`src/rtl/ofm_map.svh`:
```
// Offsets, field positions, reset values and timing counts of the oscillator fail monitor
`ifndef OFM_MAP_SVH
`define OFM_MAP_SVH

`define OFM_ADDR_W             8
`define OFM_DATA_W             8

`define OFM_REG_FAILSAFE       8'ha9
`define OFM_REG_PWR_CTRL_EXT   8'hc8
`define OFM_REG_IRQ_STATUS     8'hc9
`define OFM_REG_IRQ_MASK       8'hca
`define OFM_REG_MON_STATE      8'hcb

`define OFM_FAILSAFE_RESET     8'h00
`define OFM_BIT_TIMER_STATUS   6
`define OFM_BIT_OSC_STATUS     5
`define OFM_BIT_WAKE_ENABLE    7
`define OFM_BIT_WAKE_SOURCE    4
`define OFM_PWR_CTRL_RESET     8'h00

`define OFM_IRQ_W              3
`define OFM_IRQ_FAIL           0
`define OFM_IRQ_RECOVER        1
`define OFM_IRQ_WAKE           2

`define OFM_RC_DIVIDE          4'd10
`define OFM_CLK_PERIOD_PS      4000
`define OFM_FINAL_RESET_PS     1000000000
`define OFM_FINAL_RESET_CYC    (`OFM_FINAL_RESET_PS / `OFM_CLK_PERIOD_PS)
`define OFM_RESTART_ADDR       16'h0000

`endif

```
`src/rtl/ofm_pkg.sv`:
```
// Types shared by the oscillator fail monitor
package ofm_pkg;

  typedef enum logic [2:0] {
    OFM_ST_FAIL,
    OFM_ST_FINAL,
    OFM_ST_RUN,
    OFM_ST_POWERDOWN,
    OFM_ST_WAKE_START,
    OFM_ST_WAKE_DELAY
  } ofm_state_type;

  typedef struct packed {
    logic [7:0] addr;
    logic [7:0] wdata;
    logic       wr;
    logic       rd;
  } ofm_bus_req_type;

  typedef struct packed {
    logic fail;
    logic good;
  } ofm_verdict_type;

endpackage

```
`src/rtl/ofm_monitor.sv`:
```
// Oscillator fail monitor: frequency supervision, clock switch, fail-safe reset and wake-up control
//
// Added by the designer: the plain strobed port.
`timescale 1ns/1ps
`default_nettype none
`include "ofm_map.svh"

// Overview of operation
// - Divide the RC reference by ten; main oscillator slower than that is a failure.
// - On failure, select the RC oscillator as the system clock source.
// - Assert chip reset one clock after the clock source switches to RC.
// - Failure reset acts like external reset but keeps the timer status flag; stops watchdog.
// - Hardware sets the oscillator failure flag on a failure reset from the run state, not at power-on.
// - On recovery, hold reset and RC clock for a 1 ms final phase.
// - After the final phase, select the main oscillator and drop our reset request.
// - Chip reset stays while external or watchdog reset is still requested.
// - With no reset left, execution restarts at address zero.
// - Software can set and clear the oscillator failure flag by writing.
// - External reset clears the oscillator failure and timer reset status flags.
// - In power-down both the RC and the main oscillator are stopped.
// - Wake only when wake enable is set and the selected source is active.
// - Wake source select picks exactly one source: wake pin or RTC flag.
// - No reset during oscillator start-up after a power-down wake-up.
// - After the main oscillator outruns the reference, wait 1 ms, then raise wake interrupt.
// - At power-on the monitor sees failure, clocks from RC and resets the chip.
// - The monitor is always enabled; nothing turns it off.
module ofm_monitor #(
  parameter int unsigned FINAL_RESET_CYCLES = `OFM_FINAL_RESET_CYC
) (
  input  wire logic                    clk,
  input  wire logic                    rst_n,
  input  wire ofm_pkg::ofm_bus_req_type bus_req,
  output logic [`OFM_DATA_W-1:0]       bus_rdata,
  input  wire logic                    main_osc_in,
  input  wire logic                    rc_osc_in,
  input  wire logic                    ext_reset_req_n,
  input  wire logic                    wdt_reset_req,
  input  wire logic                    wdt_reset_event,
  input  wire logic                    powerdown_req,
  input  wire logic                    external_wake_pin,
  input  wire logic                    rtc_interrupt_flag,
  output logic                         clk_sel_rc,
  output logic                         osc_enable,
  output logic                         chip_reset,
  output logic                         wdt_stop,
  output logic                         restart_pulse,
  output logic [15:0]                  restart_addr,
  output logic                         wake_irq,
  output logic                         irq
);

  // Two-flop synchronisers for pins and the two oscillator inputs
  logic [1:0] main_sync_q;
  logic [1:0] rc_sync_q;
  logic [1:0] ext_rst_sync_q;
  logic [1:0] wake_pin_sync_q;
  logic       main_prev_q;
  logic       rc_prev_q;

  always_ff @(posedge clk or negedge rst_n) begin
    if (!rst_n) begin
      main_sync_q     <= 2'h0;
      rc_sync_q       <= 2'h0;
      ext_rst_sync_q  <= 2'h3;
      wake_pin_sync_q <= 2'h3;
      main_prev_q     <= 1'b0;
      rc_prev_q       <= 1'b0;
    end else begin
      main_sync_q     <= {main_sync_q[0], main_osc_in};
      rc_sync_q       <= {rc_sync_q[0], rc_osc_in};
      ext_rst_sync_q  <= {ext_rst_sync_q[0], ext_reset_req_n};
      wake_pin_sync_q <= {wake_pin_sync_q[0], external_wake_pin};
      main_prev_q     <= main_sync_q[1];
      rc_prev_q       <= rc_sync_q[1];
    end
  end

  logic main_rise;
  logic rc_rise;
  logic ext_reset;
  assign main_rise = main_sync_q[1] & ~main_prev_q;
  assign rc_rise   = rc_sync_q[1] & ~rc_prev_q;
  assign ext_reset = ~ext_rst_sync_q[1];

  // Edge-count window: ten RC edges form one reference period
  logic [3:0]               rc_cnt_q;
  logic                     main_seen_q;
  ofm_pkg::ofm_verdict_type verdict_q;
  ofm_pkg::ofm_state_type   state_q;
  logic                     window_end;

  assign window_end = rc_rise && (rc_cnt_q == `OFM_RC_DIVIDE - 4'd1);

  always_ff @(posedge clk or negedge rst_n) begin
    if (!rst_n) begin
      rc_cnt_q    <= 4'h0;
      main_seen_q <= 1'b0;
      verdict_q   <= '0;
    end else if (state_q == ofm_pkg::OFM_ST_POWERDOWN) begin
      // Oscillators are stopped, so no verdict can be trusted
      rc_cnt_q    <= 4'h0;
      main_seen_q <= 1'b0;
      verdict_q   <= '0;
    end else begin
      verdict_q <= '0;
      if (window_end) begin
        rc_cnt_q       <= 4'h0;
        main_seen_q    <= main_rise;
        verdict_q.fail <= ~(main_seen_q | main_rise);
        verdict_q.good <= main_seen_q | main_rise;
      end else begin
        if (rc_rise) begin
          rc_cnt_q <= rc_cnt_q + 4'h1;
        end
        if (main_rise) begin
          main_seen_q <= 1'b1;
        end
      end
    end
  end

  // Registers reachable by software
  logic [`OFM_DATA_W-1:0] failsafe_q;
  logic [`OFM_DATA_W-1:0] pwr_ctrl_q;
  logic [`OFM_IRQ_W-1:0]  irq_status_q;
  logic [`OFM_IRQ_W-1:0]  irq_mask_q;

  function automatic logic is_write(input ofm_pkg::ofm_bus_req_type r, input logic [7:0] a);
    is_write = r.wr && (r.addr == a);
  endfunction

  // Sequencer
  localparam int unsigned CNT_W = $clog2(FINAL_RESET_CYCLES + 1);
  logic [CNT_W-1:0] delay_q;
  logic             osc_reset_q;
  logic             fail_event;
  logic             recover_event;
  logic             wake_event;
  logic             wake_source;
  logic             delay_done;

  // Exactly one source is looked at; a low pin level wakes
  assign wake_source = pwr_ctrl_q[`OFM_BIT_WAKE_SOURCE] ? rtc_interrupt_flag
                                                         : ~wake_pin_sync_q[1];
  assign delay_done  = (delay_q == CNT_W'(FINAL_RESET_CYCLES - 1));

  always_ff @(posedge clk or negedge rst_n) begin
    if (!rst_n) begin
      state_q     <= ofm_pkg::OFM_ST_FAIL;
      delay_q     <= '0;
      osc_reset_q <= 1'b1;
      clk_sel_rc  <= 1'b1;
      osc_enable  <= 1'b1;
    end else begin
      case (state_q)
        ofm_pkg::OFM_ST_FAIL: begin
          delay_q <= '0;
          if (verdict_q.good) begin
            state_q <= ofm_pkg::OFM_ST_FINAL;
          end
        end
        ofm_pkg::OFM_ST_FINAL: begin
          if (verdict_q.fail) begin
            state_q <= ofm_pkg::OFM_ST_FAIL;
            delay_q <= '0;
          end else if (delay_done) begin
            state_q     <= ofm_pkg::OFM_ST_RUN;
            clk_sel_rc  <= 1'b0;
            osc_reset_q <= 1'b0;
          end else begin
            delay_q <= delay_q + CNT_W'(1);
          end
        end
        ofm_pkg::OFM_ST_RUN: begin
          if (verdict_q.fail) begin
            state_q     <= ofm_pkg::OFM_ST_FAIL;
            clk_sel_rc  <= 1'b1;
            osc_reset_q <= 1'b1;
          end else if (powerdown_req) begin
            state_q    <= ofm_pkg::OFM_ST_POWERDOWN;
            osc_enable <= 1'b0;
          end
        end
        ofm_pkg::OFM_ST_POWERDOWN: begin
          if (pwr_ctrl_q[`OFM_BIT_WAKE_ENABLE] && wake_source) begin
            state_q    <= ofm_pkg::OFM_ST_WAKE_START;
            osc_enable <= 1'b1;
            clk_sel_rc <= 1'b1;
          end
        end
        ofm_pkg::OFM_ST_WAKE_START: begin
          // Slow main oscillator here is start-up, not failure
          delay_q <= '0;
          if (verdict_q.good) begin
            state_q <= ofm_pkg::OFM_ST_WAKE_DELAY;
          end
        end
        ofm_pkg::OFM_ST_WAKE_DELAY: begin
          if (delay_done) begin
            state_q    <= ofm_pkg::OFM_ST_RUN;
            clk_sel_rc <= 1'b0;
          end else begin
            delay_q <= delay_q + CNT_W'(1);
          end
        end
        default: begin
          state_q <= ofm_pkg::OFM_ST_FAIL;
        end
      endcase
    end
  end

  assign fail_event    = (state_q == ofm_pkg::OFM_ST_RUN) && verdict_q.fail;
  assign recover_event = (state_q == ofm_pkg::OFM_ST_FINAL) && !verdict_q.fail && delay_done;
  assign wake_event    = (state_q == ofm_pkg::OFM_ST_WAKE_DELAY) && delay_done;

  // Chip reset combines our request with the other sources
  logic chip_reset_d;
  assign chip_reset_d = osc_reset_q | ext_reset | wdt_reset_req;

  // Registered so the reset tree never sees a glitch from the OR of sources
  always_ff @(posedge clk or negedge rst_n) begin
    if (!rst_n) begin
      chip_reset <= 1'b1;
    end else begin
      chip_reset <= chip_reset_d;
    end
  end

  // Own and external reset stop the watchdog; its own request does not
  always_ff @(posedge clk or negedge rst_n) begin
    if (!rst_n) begin
      wdt_stop <= 1'b1;
    end else begin
      wdt_stop <= osc_reset_q | ext_reset;
    end
  end

  always_ff @(posedge clk or negedge rst_n) begin
    if (!rst_n) begin
      restart_pulse <= 1'b0;
    end else begin
      restart_pulse <= chip_reset & ~chip_reset_d;
    end
  end

  always_ff @(posedge clk or negedge rst_n) begin
    if (!rst_n) begin
      restart_addr <= `OFM_RESTART_ADDR;
    end else begin
      restart_addr <= `OFM_RESTART_ADDR;
    end
  end

  always_ff @(posedge clk or negedge rst_n) begin
    if (!rst_n) begin
      wake_irq <= 1'b0;
    end else begin
      wake_irq <= wake_event;
    end
  end

  // Fail-safe status: hardware set wins over any clear in the same cycle
  always_ff @(posedge clk or negedge rst_n) begin
    if (!rst_n) begin
      failsafe_q <= `OFM_FAILSAFE_RESET;
    end else begin
      if (is_write(bus_req, `OFM_REG_FAILSAFE)) begin
        failsafe_q <= bus_req.wdata;
      end
      if (ext_reset) begin
        failsafe_q[`OFM_BIT_OSC_STATUS]   <= 1'b0;
        failsafe_q[`OFM_BIT_TIMER_STATUS] <= 1'b0;
      end
      if (wdt_reset_event) begin
        failsafe_q[`OFM_BIT_TIMER_STATUS] <= 1'b1;
      end
      if (fail_event) begin
        failsafe_q[`OFM_BIT_OSC_STATUS] <= 1'b1;
      end
    end
  end

  // Power control extension: wake enable and source select only
  always_ff @(posedge clk or negedge rst_n) begin
    if (!rst_n) begin
      pwr_ctrl_q <= `OFM_PWR_CTRL_RESET;
    end else if (is_write(bus_req, `OFM_REG_PWR_CTRL_EXT)) begin
      pwr_ctrl_q <= bus_req.wdata & 8'h90;
    end
  end

  // Interrupt status, write one to clear, set wins
  logic [`OFM_IRQ_W-1:0] irq_set;
  logic [`OFM_IRQ_W-1:0] irq_clr;
  assign irq_set = {wake_event, recover_event, fail_event};
  assign irq_clr = is_write(bus_req, `OFM_REG_IRQ_STATUS) ? bus_req.wdata[`OFM_IRQ_W-1:0] : '0;

  always_ff @(posedge clk or negedge rst_n) begin
    if (!rst_n) begin
      irq_status_q <= '0;
    end else begin
      irq_status_q <= (irq_status_q & ~irq_clr) | irq_set;
    end
  end

  always_ff @(posedge clk or negedge rst_n) begin
    if (!rst_n) begin
      irq_mask_q <= '0;
    end else if (is_write(bus_req, `OFM_REG_IRQ_MASK)) begin
      irq_mask_q <= bus_req.wdata[`OFM_IRQ_W-1:0];
    end
  end

  // Built from the next status so the line follows a set or clear without lag
  always_ff @(posedge clk or negedge rst_n) begin
    if (!rst_n) begin
      irq <= 1'b0;
    end else begin
      irq <= |(((irq_status_q & ~irq_clr) | irq_set) & irq_mask_q);
    end
  end

  // Read data one cycle after the strobe; unmapped reads give zero
  always_ff @(posedge clk or negedge rst_n) begin
    if (!rst_n) begin
      bus_rdata <= 8'h00;
    end else if (!bus_req.rd) begin
      bus_rdata <= 8'h00;
    end else if (bus_req.addr == `OFM_REG_FAILSAFE) begin
      bus_rdata <= failsafe_q;
    end else if (bus_req.addr == `OFM_REG_PWR_CTRL_EXT) begin
      bus_rdata <= pwr_ctrl_q;
    end else if (bus_req.addr == `OFM_REG_IRQ_STATUS) begin
      bus_rdata <= {5'h00, irq_status_q};
    end else if (bus_req.addr == `OFM_REG_IRQ_MASK) begin
      bus_rdata <= {5'h00, irq_mask_q};
    end else if (bus_req.addr == `OFM_REG_MON_STATE) begin
      // No enable bit exists anywhere: the monitor cannot be switched off
      bus_rdata <= {clk_sel_rc, osc_reset_q, osc_enable, 2'h0, state_q};
    end else begin
      bus_rdata <= 8'h00;
    end
  end

endmodule // ofm_monitor

`default_nettype wire

```
`config.mk`:
```
export PLATFORM = sky130hd
export DESIGN_NAME = ofm_monitor
export DESIGN_NICKNAME = d
export VERILOG_FILES = /design/src/rtl/ofm_pkg.sv /design/src/rtl/ofm_monitor.sv
export VERILOG_INCLUDE_DIRS = /design/src /design/src/rtl
export SDC_FILE = /design/constraint.sdc
export NUM_CORES = 1
export LEC_CHECK = 0
export BUFFER_PORTS_ARGS = -buffer_cell sky130_fd_sc_hd__clkbuf_2
export CAP_MARGIN = 20
export CORE_ASPECT_RATIO = 1.4
export CORE_MARGIN = 2
export CORE_UTILIZATION = 56
export DETAILED_ROUTE_END_ITERATION = 8
export HOLD_SLACK_MARGIN = 0.02
export PLACE_DENSITY = 0.83
export SYNTH_ARGS = -nofsm -noshare
export SYNTH_HDL_FRONTEND = slang
export SYNTH_SLANG_ARGS = --single-unit
```
`constraint.sdc`:
```
create_clock -name clk -period 2.07 [get_ports clk]
set_input_delay 0.1035 -clock clk [delete_from_list [all_inputs] [get_ports clk]]
set_output_delay 0.1035 -clock clk [all_outputs]
set_load 0.01 [all_outputs]
```
# Word level (Yosys, flattened, before mapping)
# Index checks and enable logic that the tools add are counted.
[totals]
regBits = 70
latch_bits = 0
ramBits = 0
rom_bits = 0
inputBits = 28
out_inout_bits = 31
mem_count = 0
[classes]
add_sub_neg = 2
mul = 0
n_div = 0
n_lt_le_gt_ge = 0
n_eq_ne = 23
shift = 0
n_mux = 42
bitwise = 16
reduce_logical = 24
[ops]
columns = ["op", "count"]
rows = [
  ["18-bit one-hot mux with 3 select lines", 1],
  ["8-bit two-way mux", 6],
  ["8-bit equality test, second input constant", 5],
  ["18-bit two-way mux", 2],
  ["3-bit two-way mux", 8],
  ["18-bit by 1-bit adder with 18-bit output, second input constant", 1],
  ["18-bit equality test, second input constant", 1],
  ["3-bit one-hot mux with 6 select lines", 1],
  ["4-bit AND reduction", 4],
  ["1-bit two-way mux", 14],
  ["2-bit != test, second input constant", 7],
  ["4-bit two-way mux", 3],
  ["1-bit logical AND", 10],
  ["3-bit nonzero test", 3],
  ["7-bit two-way mux", 1],
  ["3-bit AND", 2],
  ["3-bit by 2-bit equality test with 1-bit output, second input constant", 2],
  ["3-bit equality test, second input constant", 2],
  ["2-bit two-way mux", 3],
  ["1-bit NOT", 6],
  ["4-bit by 1-bit adder with 4-bit output, second input constant", 1],
  ["4-bit equality test, second input constant", 1],
  ["1-bit one-hot mux with 2 select lines", 2],
  ["1-bit one-hot mux with 4 select lines", 1],
  ["15 further kinds", 20],
]

# Longest topological paths before layout
[depth]
word_depth = 8
ltp_mapped = 6
depth_no_buf = 5

# Worst setup path after synthesis
# No wires, ideal clock.
[synth_timing]
kind = "register -> register"
startpoint = "register delay_q[6]"
endpoint = "register state_q[2]"
t_arrival_ns = 1.650
setup_slack_ns = 0.298
path_stages_with_launch = 7
path_buffers = 2
cell_sequence = "dfrtp_1 buf_6 or4b_4 nor3_2 buf_4 nand3_2 a32o_1"
[synth_between]
elab_chain_cells = 4
[synth_rtl]
columns = ["element", "line_no", "text"]
rows = [
  ["from (decl)", "ofm_monitor.sv:134", "logic [CNT_W-1:0] delay_q;"],
  ["from (signal assigned)", "ofm_monitor.sv:171", "delay_q <= delay_q + CNT_W'(1);"],
  ["from (signal assigned)", "ofm_monitor.sv:203", "delay_q <= delay_q + CNT_W'(1);"],
  ["18-bit equality test (*)", "ofm_monitor.sv:145", "assign delay_done = (delay_q == CNT_W'(FINAL_RESET_CYCLES - 1));"],
  ["3-bit two-way mux (*)", "n/a", ""],
  ["3-bit two-way mux", "n/a", ""],
  ["3-bit one-hot mux with 6 select lines (*)", "n/a", ""],
  ["to (signal assigned)", "ofm_monitor.sv:149", "state_q <= ofm_pkg::OFM_ST_FAIL;"],
  ["to (signal assigned)", "ofm_monitor.sv:159", "state_q <= ofm_pkg::OFM_ST_FINAL;"],
  ["to (signal assigned)", "ofm_monitor.sv:164", "state_q <= ofm_pkg::OFM_ST_FAIL;"],
  ["to (decl)", "ofm_monitor.sv:89", "ofm_pkg::ofm_state_type state_q;"],
]
# Mark *: on every way between the ends. The rest lies on a longest branch, timed or not.
# A chain may end at the register's enable or synchronous reset.

# Worst setup path in the final report
[layout_timing]
startpoint = "register delay_q[4]"
endpoint = "register state_q[2]"
# The elaborated chain is that of the path after synthesis.

==> reports/results.tsv <==
metric	value	unit
post-synthesis cell count	339	
worst skew pair latency	350	ps
CORE AREA	6130	sq um
Synth cell types	62	
status	completed	
# IOs	59	
met2 routed WL	4110	um
Rows	34	
number of clock sinks	70	
CP max FO	11	
Worst EP arrival	2110	ps
Pre-antenna DRT Iters	4	
fin nets	435	
DRC	0	
layout cell share with drive strength beyond 1	0.220	
die height	97.5	um
Worst Clk Skew	8.42	ps
mapped cell area	3500	sq um
grt ovf	0	
CTS tree	built	
Hold Crit Depth	4	
setup TNS	0	ps
fin. max-slew vios	0	
critical path class	flop to flop	
layout overhead on the synthesized area	17.6	%
CTS Root Buffer Type	clkbuf_8	
antenna violations before repair	0	
Avg Inst Size Synth	10.3	sq um
Routed WL per cell	16.2	um
register area share after synthesis	0.504	
Post-synth top flop	dfrtp_1	
Chip Width	70.8	um
die area	6900	sq um
ANT cells	0	
Worst VDD drop	0.609	mV
IO Port Bufs	42	
most common cell after layout, fill and taps aside	dfrtp_1	
Slew HR	0.633	
number of synthesized flops with an enable pin	0	
capturing element type of the critical path	flop	
Post-DP HPWL	5220	um
RSZ-0062 raised after global routing	no	
Layout Utilization	0.672	
final worst path period share	0.909	
Critical Path RT	2300	ps
Async S/R FF share, synth	1.00	
Reg2Reg Depth	5	
initial core utilization	0.571	
met3 routed WL	363	um
Resized cells post-CTS	0	
Worst-Margin Slew	547	ps
drt total wl	7780	um
vias per cell	5.83	
Hold Fails Final Rpt	0	
number of max-cap violations	0	
Finish-stage setup viols	0	
power per cell area	842	nW/um^2
most frequent cells in the layout	dfrtp_1, clkbuf_2, nand2_1, nor2_1, conb_1	
wire length of the first global-routing pass	13200	um
CTS Buf Count	9	
vias in the first global route	2713	
post-route ant nets	0	
Hold Crit Class	input port to flop	
Met1 Routed Length	3070	um
gr usage total	0.241	
Top Layer Used	met4	
FF+latch count, synth	70	
Synth area leaders	dfrtp_1, dfstp_2, buf_4	
Worst-path clk slew	80	ps
Final Power	3.46	mW
Lkg Pwr	1.91	nW
synth warn	0	
Startpoint Class	flop	
Clock Tree Buf Depth	2	
placer congestion estimate	0.974	
Via Count	2806	
H-tree depth	3	
leading area contributor after synthesis	dfrtp_1	
FMAX	531	MHz
minimum clock period	1880	ps
Detailed Route Iter0 Violations	132	
area share of the largest cell type after synthesis	0.436	
largest net degree at the start of global routing	71	
registers in the layout, indices dropped and copies added (netlist names), 2 cells and up:
| signal | count |
|---|---|
| irq_mask_q | 3 |
| delay_q | 18 |
| bus_rdata | 8 |
| ext_rst_sync_q | 2 |
| main_sync_q | 2 |
| state_q | 3 |
| rc_sync_q | 2 |
| pwr_ctrl_q | 2 |
| wake_pin_sync_q | 2 |
| verdict_q | 2 |
| irq_status_q | 3 |
| failsafe_q | 8 |
| rc_cnt_q | 4 |
kinds of logic after synthesis:
| logic type | after synthesis | share of synthesized area |
|---|---|---|
| simple gates | 142 | 0.232 |
| flops | 70 | 0.504 |
| compound gates | 59 | 0.117 |
| buf+inv | 40 | 0.0647 |
| mux | 15 | 0.0472 |
| xor+xnor | 9 | 0.0225 |
| fa+ha+maj | 3 | 0.0107 |
| other cells | 1 | 0.00107 |
path summary, 6_finish.rpt:
check,from,to,slack [ps]
setup reg to reg,delay_q[4],state_q[2],190
hold / removal,bus_req[7],failsafe_q[5],110
max in group asynchronous,rst_n,wake_pin_sync_q[1],1420
min in group asynchronous,rst_n,restart_pulse,310
hold reg to reg,main_sync_q[0],main_sync_q[1],350
setup / recovery,delay_q[4],state_q[2],190
cell usage after synthesis (4+ instances only):
library cell and n:
dfstp_2 9, buf_4 17, a22oi_1 5, nor2_1 23, inv_1 8, nand4b_1 5, nor2b_1 6, buf_2 4
a22o_1 4, dfrtp_1 61, a21oi_1 12, mux2_1 9, o21ai_1 6, nor3_1 7, and3_1 6, nand2b_1 10
clkbuf_1 8, nand2_1 30, and2_1 5, o211ai_1 6, o21ai_0 4, xor2_1 6, nand4_1 10, and3b_1 4
nand3_1 11
worst max-delay path, cell delays in order (launching register included):
cell     delay [ps]
dfrtp_1         450
or4_4           570
nor3_2          200
buf_4           220
nand3_2          80
a32o_1          250
timing repair:
| action | in CTS | in global routing |
|---|---|---|
| buffers inserted | 0 | 0 |
| hold endpoints to repair | 79 | 0 |
| hold buffers | 14 | 0 |
cell type report:
class	instances	area, sq um
Timing Repair Buffer	69	460
Tap cell	72	90.1
Fill cell	456	2010
Inverter	10	37.5
Sequential cell	70	1760
Clock buffer	9	124
Clock inverter	7	73.8
Multi-Input combinational cell	244	1570
metal layers:
metal  vias to the layer above  global-route usage
met2                       101               0.413
met5                         -                   0
met4                         0              0.0943
met1                      1367               0.293
li1                       1321                   -
met3                        17              0.0508
power breakdown:
| part | internal [mW] | switching [mW] | total [mW] | leakage [nW] |
|---|---|---|---|---|
| Sequential | 1.51 | 0.150 | 1.66 | 0.882 |
| Combinational | 0.311 | 0.377 | 0.689 | 0.928 |
| Clock | 0.560 | 0.552 | 1.11 | 0.0996 |
| Total | 2.39 | 1.08 | 3.46 | 1.91 |
through the flow:
stage	worst slack, ps	hold WS, ps	std cells	area (sq um)
3_5_place_dp	225	155	451	3780
3_3_place_gp	262	155	451	3780
4_1_cts	193	99.5	481	4110
2_1_floorplan	298	-192	354	3550
5_1_grt	73.3	145	481	4110
6_report	187	105	481	4110
Power figures use the tool's default switching activity.
